<file path="src/asc_cfg.svh">
// Purpose: Constants for the analog speed command select block.
// Assumes: APB slave with 32-bit data, one aligned word per register.
// Notes:   Offsets are byte addresses.
`ifndef ASC_CFG_SVH
`define ASC_CFG_SVH
`define ASC_OFF_INSEL      12'h000
`define ASC_OFF_MODE2      12'h004
`define ASC_OFF_THERM      12'h008
`define ASC_OFF_EXTDISP    12'h00c
`define ASC_OFF_ASSIGN     12'h010
`define ASC_OFF_GAIN1      12'h014
`define ASC_OFF_GAIN2      12'h018
`define ASC_OFF_SAMPLE1    12'h01c
`define ASC_OFF_SAMPLE2    12'h020
`define ASC_OFF_STATUS     12'h024
`define ASC_OFF_CMD        12'h028
`define ASC_RST_INSEL      8'h01
`define ASC_RST_MODE2      2'h0
`define ASC_RST_THERM      16'h270f
`define ASC_RST_EXTDISP    8'h00
`define ASC_RST_ASSIGN     40'h0000000000
`define ASC_RST_GAIN       16'h1770
`define ASC_THERM_OFF      16'h270f
`define ASC_ASSIGN_AU      8'h04
`define ASC_SEL_10V        8'h00
`define ASC_SEL_5V         8'h01
`define ASC_SEL_10V_REV    8'h0a
`define ASC_SEL_5V_REV     8'h0b
`define ASC_FS_5V          12'h7ff
`define ASC_FS_10V         12'hfff
`define ASC_I4MA           12'h333
`define ASC_ASSIGN_N       5
`endif

</file>
<file path="src/asc_pkg.sv">
// Purpose: Types for the analog speed command select block.
// Assumes: Nothing beyond the configuration header.
// Notes:   None.
package asc_pkg;
  typedef enum logic [1:0] {
    ASC_SRC_NONE = 2'b00,
    ASC_SRC_V1   = 2'b01,
    ASC_SRC_IN2  = 2'b10
  } asc_src_t;
  typedef enum logic [1:0] {
    ASC_M2_CUR  = 2'b00,
    ASC_M2_V5   = 2'b01,
    ASC_M2_V10  = 2'b10
  } asc_mode2_t;
endpackage

</file>
<file path="src/asc_select.sv">
// Purpose: Chooses and scales the analog speed command of a motor drive.
// Assumes: 12-bit samples where 12'hfff is 10 V or 20 mA on the input pins.
// Notes:   Settings are reached over APB; the result is a signed frequency.
//
// The APB interface to the registers and the address map were decided locally.
`timescale 1ns/100ps
`include "asc_cfg.svh"

module asc_select
(
  // Clock and reset.
  input  wire logic                  clock,
  input  wire logic                  arst_n,
  // APB slave.
  input  wire logic                  psel,
  input  wire logic                  penable,
  input  wire logic                  pwrite,
  input  wire logic [11:0]           paddr,
  input  wire logic [31:0]           pwdata,
  output logic      [31:0]           prdata,
  output logic                       pready,
  output logic                       pslverr,
  // Input terminals and converter samples.
  input  wire logic [4:0]            term_in,
  input  wire logic                  switch_voltage,
  input  wire logic [11:0]           sample_v1,
  input  wire logic [11:0]           sample_in2,
  // Command result.
  output logic signed [16:0]         freq_cmd,
  output asc_pkg::asc_src_t          cmd_source,
  output logic                       reverse_cmd
);
  import asc_pkg::*;

  logic             rst_meta_r;
  logic             rst_n_r;
  logic [4:0]       term_m_r;
  logic [4:0]       term_s_r;
  logic             sw_m_r;
  logic             sw_s_r;
  logic [7:0]       insel_r, insel_nxt;
  logic [1:0]       mode2_r, mode2_nxt;
  logic [15:0]      therm_r, therm_nxt;
  logic [7:0]       extdisp_r, extdisp_nxt;
  logic [39:0]      assign_r, assign_nxt;
  logic [15:0]      gain1_r, gain1_nxt;
  logic [15:0]      gain2_r, gain2_nxt;
  logic [31:0]      prdata_r, prdata_nxt;
  logic signed [16:0] cmd_r, cmd_nxt;
  asc_src_t         src_r, src_nxt;
  logic [4:0]       au_hit;
  logic             au_on;
  logic             v1_ok;
  logic             rev_en;
  logic [11:0]      lvl;
  logic [11:0]      fs;
  logic [11:0]      mid;
  logic             use_in2;
  logic             in2_volt;
  logic             wr_acc;
  logic             wr_cfg;
  logic [28:0]      prod;
  logic [15:0]      mag;

  // Reset release through two flops.
  always_ff @(posedge clock or negedge arst_n)
  begin
    if (!arst_n)
    begin
      rst_meta_r <= 1'b0;
      rst_n_r    <= 1'b0;
    end
    else
    begin
      rst_meta_r <= 1'b1;
      rst_n_r    <= rst_meta_r;
    end
  end

  // Terminal and switch inputs pass two flops before use; the converter samples are used directly.
  always_ff @(posedge clock or negedge rst_n_r)
  begin
    if (!rst_n_r)
    begin
      term_m_r <= 5'h00;
      term_s_r <= 5'h00;
      sw_m_r   <= 1'b0;
      sw_s_r   <= 1'b0;
    end
    else
    begin
      term_m_r <= term_in;
      term_s_r <= term_m_r;
      sw_m_r   <= switch_voltage;
      sw_s_r   <= sw_m_r;
    end
  end

  // Any terminal whose assignment holds the enable code carries it.
  genvar gi;
  generate
    for (gi = 0; gi < `ASC_ASSIGN_N; gi = gi + 1)
    begin : g_assign
      assign au_hit[gi] = (assign_r[gi*8 +: 8] == `ASC_ASSIGN_AU) && term_s_r[gi];
    end
  endgenerate
  assign au_on = |au_hit;

  assign wr_acc = psel && penable && pwrite;
  assign wr_cfg = wr_acc && (extdisp_r == 8'h00);
  assign pready  = 1'b1;
  assign pslverr = 1'b0;

  // Register writes.
  always_comb
  begin
    insel_nxt   = insel_r;
    mode2_nxt   = mode2_r;
    therm_nxt   = therm_r;
    extdisp_nxt = extdisp_r;
    assign_nxt  = assign_r;
    gain1_nxt   = gain1_r;
    gain2_nxt   = gain2_r;
    if (wr_acc && paddr == `ASC_OFF_EXTDISP)
      extdisp_nxt = pwdata[7:0];
    if (wr_cfg)
    begin
      case (paddr)
        `ASC_OFF_INSEL:
        begin
          // Only documented codes are taken; ramp timing lives elsewhere and is untouched.
          if (pwdata[7:0] == `ASC_SEL_10V || pwdata[7:0] == `ASC_SEL_5V ||
              pwdata[7:0] == `ASC_SEL_10V_REV || pwdata[7:0] == `ASC_SEL_5V_REV)
            insel_nxt = pwdata[7:0];
        end
        `ASC_OFF_MODE2:
        begin
          if (pwdata[1:0] != 2'h3)
            mode2_nxt = pwdata[1:0];
        end
        `ASC_OFF_THERM:  therm_nxt  = pwdata[15:0];
        `ASC_OFF_ASSIGN: assign_nxt = {assign_r[39:32], pwdata[31:0]};
        // Terminal 4 needs a fifth byte, so it is written where it is read back.
        `ASC_OFF_SAMPLE1: assign_nxt = {pwdata[7:0], assign_r[31:0]};
        `ASC_OFF_GAIN1:  gain1_nxt  = pwdata[15:0];
        `ASC_OFF_GAIN2:  gain2_nxt  = pwdata[15:0];
        default: ;
      endcase
    end
  end

  // Read data, unmapped reads return zero.
  always_comb
  begin
    prdata_nxt = 32'h0;
    case (paddr)
      `ASC_OFF_INSEL:   prdata_nxt = {24'h0, insel_r};
      `ASC_OFF_MODE2:   prdata_nxt = {30'h0, mode2_r};
      `ASC_OFF_THERM:   prdata_nxt = {16'h0, therm_r};
      `ASC_OFF_EXTDISP: prdata_nxt = {24'h0, extdisp_r};
      `ASC_OFF_ASSIGN:  prdata_nxt = assign_r[31:0];
      `ASC_OFF_GAIN1:   prdata_nxt = {16'h0, gain1_r};
      `ASC_OFF_GAIN2:   prdata_nxt = {16'h0, gain2_r};
      `ASC_OFF_SAMPLE1: prdata_nxt = {24'h0, assign_r[39:32]};
      `ASC_OFF_STATUS:  prdata_nxt = {26'h0, reverse_cmd, sw_s_r, au_on, v1_ok, src_r};
      `ASC_OFF_CMD:     prdata_nxt = {{15{cmd_r[16]}}, cmd_r};
      default:          prdata_nxt = 32'h0;
    endcase
  end
  assign prdata = prdata_r;

  // Source selection and scaling.
  assign v1_ok    = (therm_r == `ASC_THERM_OFF);
  assign in2_volt = (mode2_r != ASC_M2_CUR) && sw_s_r;
  assign use_in2  = au_on;
  assign rev_en   = insel_r[3];
  always_comb
  begin
    src_nxt = ASC_SRC_NONE;
    lvl     = 12'h000;
    fs      = `ASC_FS_10V;
    mid     = 12'h000;
    if (use_in2)
    begin
      src_nxt = ASC_SRC_IN2;
      lvl     = sample_in2;
      if (in2_volt && mode2_r == ASC_M2_V5)
        fs = `ASC_FS_5V;
      // Reversal pivots at 4 mA on current, at half scale on voltage.
      mid = in2_volt ? {1'b0, fs[11:1]} : `ASC_I4MA;
    end
    else if (v1_ok)
    begin
      src_nxt = ASC_SRC_V1;
      lvl     = sample_v1;
      fs      = insel_r[0] ? `ASC_FS_5V : `ASC_FS_10V;
      mid     = {1'b0, fs[11:1]};
    end
  end

  always_comb
  begin
    cmd_nxt = 17'sh0;
    prod    = 29'h0;
    mag     = 16'h0;
    if (src_nxt != ASC_SRC_NONE)
    begin
      if (rev_en && lvl < mid)
      begin
        prod    = (29'(mid - lvl)) * 29'(src_nxt == ASC_SRC_IN2 ? gain2_r : gain1_r);
        mag     = 16'(prod / 29'(mid == 12'h0 ? 12'h1 : mid));
        cmd_nxt = -$signed({1'b0, mag});
      end
      else
      begin
        if (lvl >= fs)
          mag = src_nxt == ASC_SRC_IN2 ? gain2_r : gain1_r;
        else if (rev_en)
        begin
          prod = (29'(lvl - mid)) * 29'(src_nxt == ASC_SRC_IN2 ? gain2_r : gain1_r);
          mag  = 16'(prod / 29'(fs - mid));
        end
        else
        begin
          prod = 29'(lvl) * 29'(src_nxt == ASC_SRC_IN2 ? gain2_r : gain1_r);
          mag  = 16'(prod / 29'(fs));
        end
        cmd_nxt = $signed({1'b0, mag});
      end
    end
  end

  always_ff @(posedge clock or negedge rst_n_r)
  begin
    if (!rst_n_r)
    begin
      insel_r   <= `ASC_RST_INSEL;
      mode2_r   <= `ASC_RST_MODE2;
      therm_r   <= `ASC_RST_THERM;
      extdisp_r <= `ASC_RST_EXTDISP;
      assign_r  <= `ASC_RST_ASSIGN;
      gain1_r   <= `ASC_RST_GAIN;
      gain2_r   <= `ASC_RST_GAIN;
      prdata_r  <= 32'h0;
      cmd_r     <= 17'sh0;
      src_r     <= ASC_SRC_NONE;
    end
    else
    begin
      insel_r   <= insel_nxt;
      mode2_r   <= mode2_nxt;
      therm_r   <= therm_nxt;
      extdisp_r <= extdisp_nxt;
      assign_r  <= assign_nxt;
      gain1_r   <= gain1_nxt;
      gain2_r   <= gain2_nxt;
      prdata_r  <= prdata_nxt;
      cmd_r     <= cmd_nxt;
      src_r     <= src_nxt;
    end
  end

  assign freq_cmd    = cmd_r;
  assign cmd_source  = src_r;
  assign reverse_cmd = cmd_r[16];

  chk_fwd_only_sign: assert property (@(posedge clock) disable iff (!rst_n_r)
    !insel_r[3] && !$past(insel_r[3]) |-> !cmd_r[16]) else $error("Negative command without reverse.");
  chk_therm_block: assert property (@(posedge clock) disable iff (!rst_n_r)
    $past(therm_r) != `ASC_THERM_OFF |-> src_r != ASC_SRC_V1) else $error("Voltage input used while blocked.");
  chk_in2_gate: assert property (@(posedge clock) disable iff (!rst_n_r)
    src_r == ASC_SRC_IN2 |-> $past(au_on)) else $error("Second input used while disabled.");
  chk_cfg_lock: assert property (@(posedge clock) disable iff (!rst_n_r)
    $past(extdisp_r) != 8'h00 |-> $stable(insel_r) && $stable(mode2_r)) else $error("Locked setting changed.");
  chk_insel_codes: assert property (@(posedge clock) disable iff (!rst_n_r)
    insel_r == `ASC_SEL_5V || insel_r == `ASC_SEL_10V ||
    insel_r == `ASC_SEL_10V_REV || insel_r == `ASC_SEL_5V_REV) else $error("Bad select code.");
  chk_full_scale: assert property (@(posedge clock) disable iff (!rst_n_r)
    src_nxt == ASC_SRC_V1 && lvl >= fs |=> cmd_r == $signed({1'b0, $past(gain1_r)})) else $error("Full scale not max.");
  chk_assign_map: assert property (@(posedge clock) disable iff (!rst_n_r)
    au_on |-> |(term_s_r)) else $error("Enable without terminal.");
  chk_mode_legal: assert property (@(posedge clock) disable iff (!rst_n_r)
    mode2_r != 2'h3) else $error("Illegal second input mode.");
  chk_v1_default: assert property (@(posedge clock) disable iff (!rst_n_r)
    $past(rst_n_r) && $past(v1_ok) && !$past(au_on) |-> src_r == ASC_SRC_V1) else $error("Voltage input not default.");
  chk_rev_pivot: assert property (@(posedge clock) disable iff (!rst_n_r)
    src_nxt == ASC_SRC_IN2 && !in2_volt && rev_en && lvl == `ASC_I4MA |=> cmd_r == 17'sh0) else $error("Pivot not zero.");
  chk_cfg_open: assert property (@(posedge clock) disable iff (!rst_n_r)
    wr_acc && paddr == `ASC_OFF_INSEL && extdisp_r == 8'h00 && pwdata[7:0] == `ASC_SEL_10V |=>
    insel_r == `ASC_SEL_10V) else $error("Open select write lost.");
endmodule // asc_select

</file>
<file path="config.mk">
export PLATFORM = sky130hd
export DESIGN_NAME = asc_select
export DESIGN_NICKNAME = d
export VERILOG_FILES = /design/src/asc_pkg.sv /design/src/asc_select.sv
export VERILOG_INCLUDE_DIRS = /design/src
export SDC_FILE = /design/constraint.sdc
export NUM_CORES = 2
export LEC_CHECK = 0
export BUFFER_PORTS_ARGS = -buffer_cell sky130_fd_sc_hd__buf_2
export CORE_ASPECT_RATIO = 1.5
export CORE_MARGIN = 1
export CORE_UTILIZATION = 25
export DETAILED_ROUTE_END_ITERATION = 8
export GPL_TIMING_DRIVEN = 1
export PLACE_DENSITY = 0.39
export RECOVER_POWER = 50
export SLEW_MARGIN = 10
export SYNTH_ARGS = -nofsm -noshare
export SYNTH_HDL_FRONTEND = slang
export SYNTH_SLANG_ARGS = --single-unit
export TNS_END_PERCENT = 5
</file>
<file path="constraint.sdc">
create_clock -name clock -period 7.2 [get_ports clock]
set_input_delay 0.72 -clock clock [delete_from_list [all_inputs] [get_ports clock]]
set_output_delay 0.72 -clock clock [all_outputs]
set_load 0.005 [all_outputs]
</file>
==> results_tabular.tex <==
\begin{tabular}{lr}
\hline
Metric & Value \\
\hline
\multicolumn{2}{l}{\textbf{Worst hold path}} \\
Startpoint of the worst hold path & switch\_voltage \\
Tightest Hold Check Type & in -> reg \\
Cell depth of the worst min-delay path & 1 \\
End point of the most critical hold path & sw\_m\_r \\
\multicolumn{2}{l}{\textbf{Floorplan}} \\
Die extent in y & 641 um \\
Count of standard-cell rows & 234 \\
Core outline area & 271000 um\^{}2 \\
Die area & 275000 um\^{}2 \\
Initial standard-cell utilization of the core & 25.1\% \\
Number of top-level pins & 133 \\
Die width & 428 um \\
\multicolumn{2}{l}{\textbf{Drt}} \\
First-pass DRT Iterations & 6 \\
Detail-routed net length per standard cell & 18.5 um \\
Total detailed-routing wirelength & 299000 um \\
Via density per instance & 4.99 \\
Post-route DRC violation count & 0 \\
Antenna viol nets, final & 0 \\
Violation count after the first detailed-route iteration & 3435 \\
Via total after detailed routing & 80500 \\
\multicolumn{2}{l}{\textbf{Timing}} \\
Fmax & 12.7 MHz \\
Transition at the pin with the smallest max-transition slack & 3.73 ns \\
Slew headroom & -149\% \\
Worst clock skew & 0.0231 ns \\
Hold violation count in the final report & 0 \\
Setup violations, final & 17 \\
Setup repair after global routing missed its margin & yes \\
Tmin final & 78.75 ns \\
Count of final max-slew check failures & 174 \\
Tcrit/Tclk final & 1090\% \\
Minimum setup slack in the final design & -71.55 ns \\
Setup TNS & -1212.99 ns \\
\multicolumn{2}{l}{\textbf{Worst setup path}} \\
Worst reg2reg path endpoint & freq\_cmd[6] \\
Worst Path Max Fanout & 8 \\
Critical path's slowest cell & sky130\_fd\_sc\_hd\_\_fa\_1 \\
Critical Path End Type & flip-flop \\
Worst setup SP type & flip-flop \\
Critical path's top delay family & compound AO/OA/AOI/OAI gates \\
Setup slack, reg-to-reg & -71.55 ns \\
Most frequent cell on the critical path & sky130\_fd\_sc\_hd\_\_o21a\_1 \\
Crit-path max cell delay & 0.55 ns \\
Type of the worst setup path & reg -> reg \\
Launch point of the worst reg-to-reg path & therm\_r[13] \\
Number of buffer and inverter stages on the critical path & 26 \\
Number of cells traversed by the worst register-to-register path & 443 \\
Crit path depth & 443 \\
Data arrival time of the critical path & 79.17 ns \\
Required time of the critical path & 7.62 ns \\
\multicolumn{2}{l}{\textbf{GRT}} \\
Largest net degree at the start of global routing & 65 \\
Via count of the first global-routing pass & 84400 \\
All-layer global routing usage & 21.3\% \\
Wire length of the first global-routing pass & 469000 um \\
GR Overflow Total & 0 \\
Initial antenna violation count & 8 \\
\multicolumn{2}{l}{\textbf{Logic synthesis}} \\
Library cell with the largest summed area after synthesis & sky130\_fd\_sc\_hd\_\_ha\_1 \\
Largest cells by area after synthesis & sky130\_fd\_sc\_hd\_\_ha\_1 15\%, sky130\_fd\_sc\_hd\_\_fa\_1 13\%, sky130\_fd\_sc\_hd\_\_nand2\_1 5.8\%, sky130\_fd\_sc\_hd\_\_dfrtp\_1 5.4\%, sky130\_fd\_sc\_hd\_\_nor2\_1 4.7\% \\
Unique cell type count in the Yosys netlist & 154 \\
Sequential cell area fraction in the yosys report & 6.33\% \\
Area share of the leading cell type in the synthesized netlist & 14.7\% \\
Main combinational cell family by area after synthesis & adder cells \\
Primary FF master, synth & sky130\_fd\_sc\_hd\_\_dfrtp\_1 \\
Ys Warns & 0 \\
Area fraction in compound gates after synthesis & 23.9\% \\
Average instance area after synthesis & 7.56 um\^{}2 \\
Async set-or-reset flop fraction in the synthesized netlist & 100\% \\
Most numerous cell in the Yosys netlist & sky130\_fd\_sc\_hd\_\_nand2\_1 \\
Adder-cell share of the synthesized area & 28.0\% \\
XOR/XNOR share of the synthesized area & 5.17\% \\
Share of synthesized area spent on multiplexers & 5.33\% \\
Cell area after technology mapping & 68100 um\^{}2 \\
Synth Instances & 9010 \\
Number of flops mapped to enable cells by yosys & 0 \\
Area share of and/or/nand/nor cells after synthesis & 25.8\% \\
Number of flip-flops and latches in the synthesized netlist & 171 \\
Commonest cells in the netlist & 1051 x sky130\_fd\_sc\_hd\_\_nand2\_1, 850 x sky130\_fd\_sc\_hd\_\_nor2\_1, 800 x sky130\_fd\_sc\_hd\_\_ha\_1 \\
\multicolumn{2}{l}{\textbf{Status}} \\
Violated checks & max-capacitance violations, max-slew violations, negative setup slack \\
Result of the run & finished, violations left \\
\multicolumn{2}{l}{\textbf{Clocking}} \\
Max Buffers Root-to-Sink & 2 \\
Buffer cell driving the clock tree root & sky130\_fd\_sc\_hd\_\_clkbuf\_16 \\
Sinks on Clock Net & 171 \\
CTS buffer count & 17 \\
Clock tree from TritonCTS & done \\
Clock-pin transition on the worst setup and hold timing paths & 0.08 ns \\
Latest clock arrival within the worst-skew pair & 0.48 ns \\
Number of levels in the clock H-tree & 4 \\
\multicolumn{2}{l}{\textbf{Placed design}} \\
Worst-case setup slack after placement & -73.61 ns \\
Number of buffers added on ports & 130 \\
Final estimated routing congestion in global placement & 0.916 \\
Detailed placement HPWL & 258000 um \\
\multicolumn{2}{l}{\textbf{Final layout}} \\
Final net count & 13900 \\
Synth-to-Final Area Change & 49.8\% \\
Ratio of cells with drive above 1 in the final layout & 36.5\% \\
\multicolumn{2}{l}{\textbf{Job}} \\
Count of maximum capacitance violations & 3 \\
\hline
\end{tabular}
-- worst max-delay path by stage --
stage | from | to
detailed placement | therm_r[13] | freq_cmd[6]
floorplan | assign_r[24] | freq_cmd[14]
CTS | therm_r[13] | freq_cmd[6]
finish | therm_r[13] | freq_cmd[6]
global placement | therm_r[13] | freq_cmd[6]
global route | therm_r[13] | freq_cmd[10]
-- final cells by class --
cell class                 count  area, um^2
sequential                   171        4310
tap                         3540        4430
timing repair buffer        3829       28600
clock buffer                  17         425
clock inverter                15         138
antenna                        2        5.00
multi-input combinational   7930       61800
inverter                     635        2390
fill                       28300      169000
-- flip-flops by register name, indices dropped and copies added (netlist names), 8 cells and up --
name and flops:
assign_r 40, extdisp_r 8, freq_cmd 17, gain1_r 16
gain2_r 16, insel_r 8, prdata 32, therm_r 16
-- logic make-up (layout without fill, tap and decap cells) --
family | Yosys count | count (layout)
simple gates | 3600 | 3600
flops | 171 | 171
fa+ha+maj | 1253 | 1253
buf+inv | 941 | 4496
mux | 331 | 331
compound gates | 2316 | 2317
other cells | 2 | 35
xor+xnor | 396 | 396
-- through the flow --
step                      cells  hold WS [ns]  util [%]  instance area (um^2)
after global routing      16100         0.328      37.7                102000
final                     16100         0.346      37.7                102000
after CTS                 16100         0.317      37.6                102000
after detailed placement  16000         0.335      36.9                100000
after floorplan            9041         0.331         -                 69300
after global placement    16000         0.337      36.9                100000
-- layout by cell type, fill, tap and decap left out, types with 122 or more instances in the layout --
master / n
sky130_fd_sc_hd__mux2_2: 237
sky130_fd_sc_hd__buf_4: 3677
sky130_fd_sc_hd__xnor2_1: 241
sky130_fd_sc_hd__fa_1: 448
sky130_fd_sc_hd__xor2_1: 141
sky130_fd_sc_hd__nor2_1: 809
sky130_fd_sc_hd__nand2_1: 1036
sky130_fd_sc_hd__nand3_1: 196
sky130_fd_sc_hd__a21oi_1: 405
sky130_fd_sc_hd__o31ai_1: 151
sky130_fd_sc_hd__dfrtp_1: 148
sky130_fd_sc_hd__o21ai_0: 279
sky130_fd_sc_hd__o21a_1: 388
sky130_fd_sc_hd__ha_1: 788
sky130_fd_sc_hd__a21o_1: 148
sky130_fd_sc_hd__nand4_1: 122
sky130_fd_sc_hd__inv_1: 625
sky130_fd_sc_hd__nor3_1: 475
-- timing repair --
item	in CTS	in global routing
resized for setup	99	39
hold buffers	1	0
gates cloned	2	0
endpoints found under the setup margin	17	17
pin swaps	93	67
endpoints found under the hold margin	2	0
buffers inserted	96	14
-- routing by layer --
| metal | vias to the layer above | wire [um] | GRT usage, % |
|---|---|---|---|
| met2 | 1319 | 161000 | 42.3 |
| met1 | 38900 | 122000 | 24.2 |
| met3 | 396 | 6740 | 1.10 |
| li1 | 39900 | - | - |
| met4 | 2 | 9840 | 6.37 |
| met5 | - | 20 | 0 |
Power is left out: the tool's default activity adds up to more than one toggle a clock period on the data nets, which glitch-free logic cannot reach.
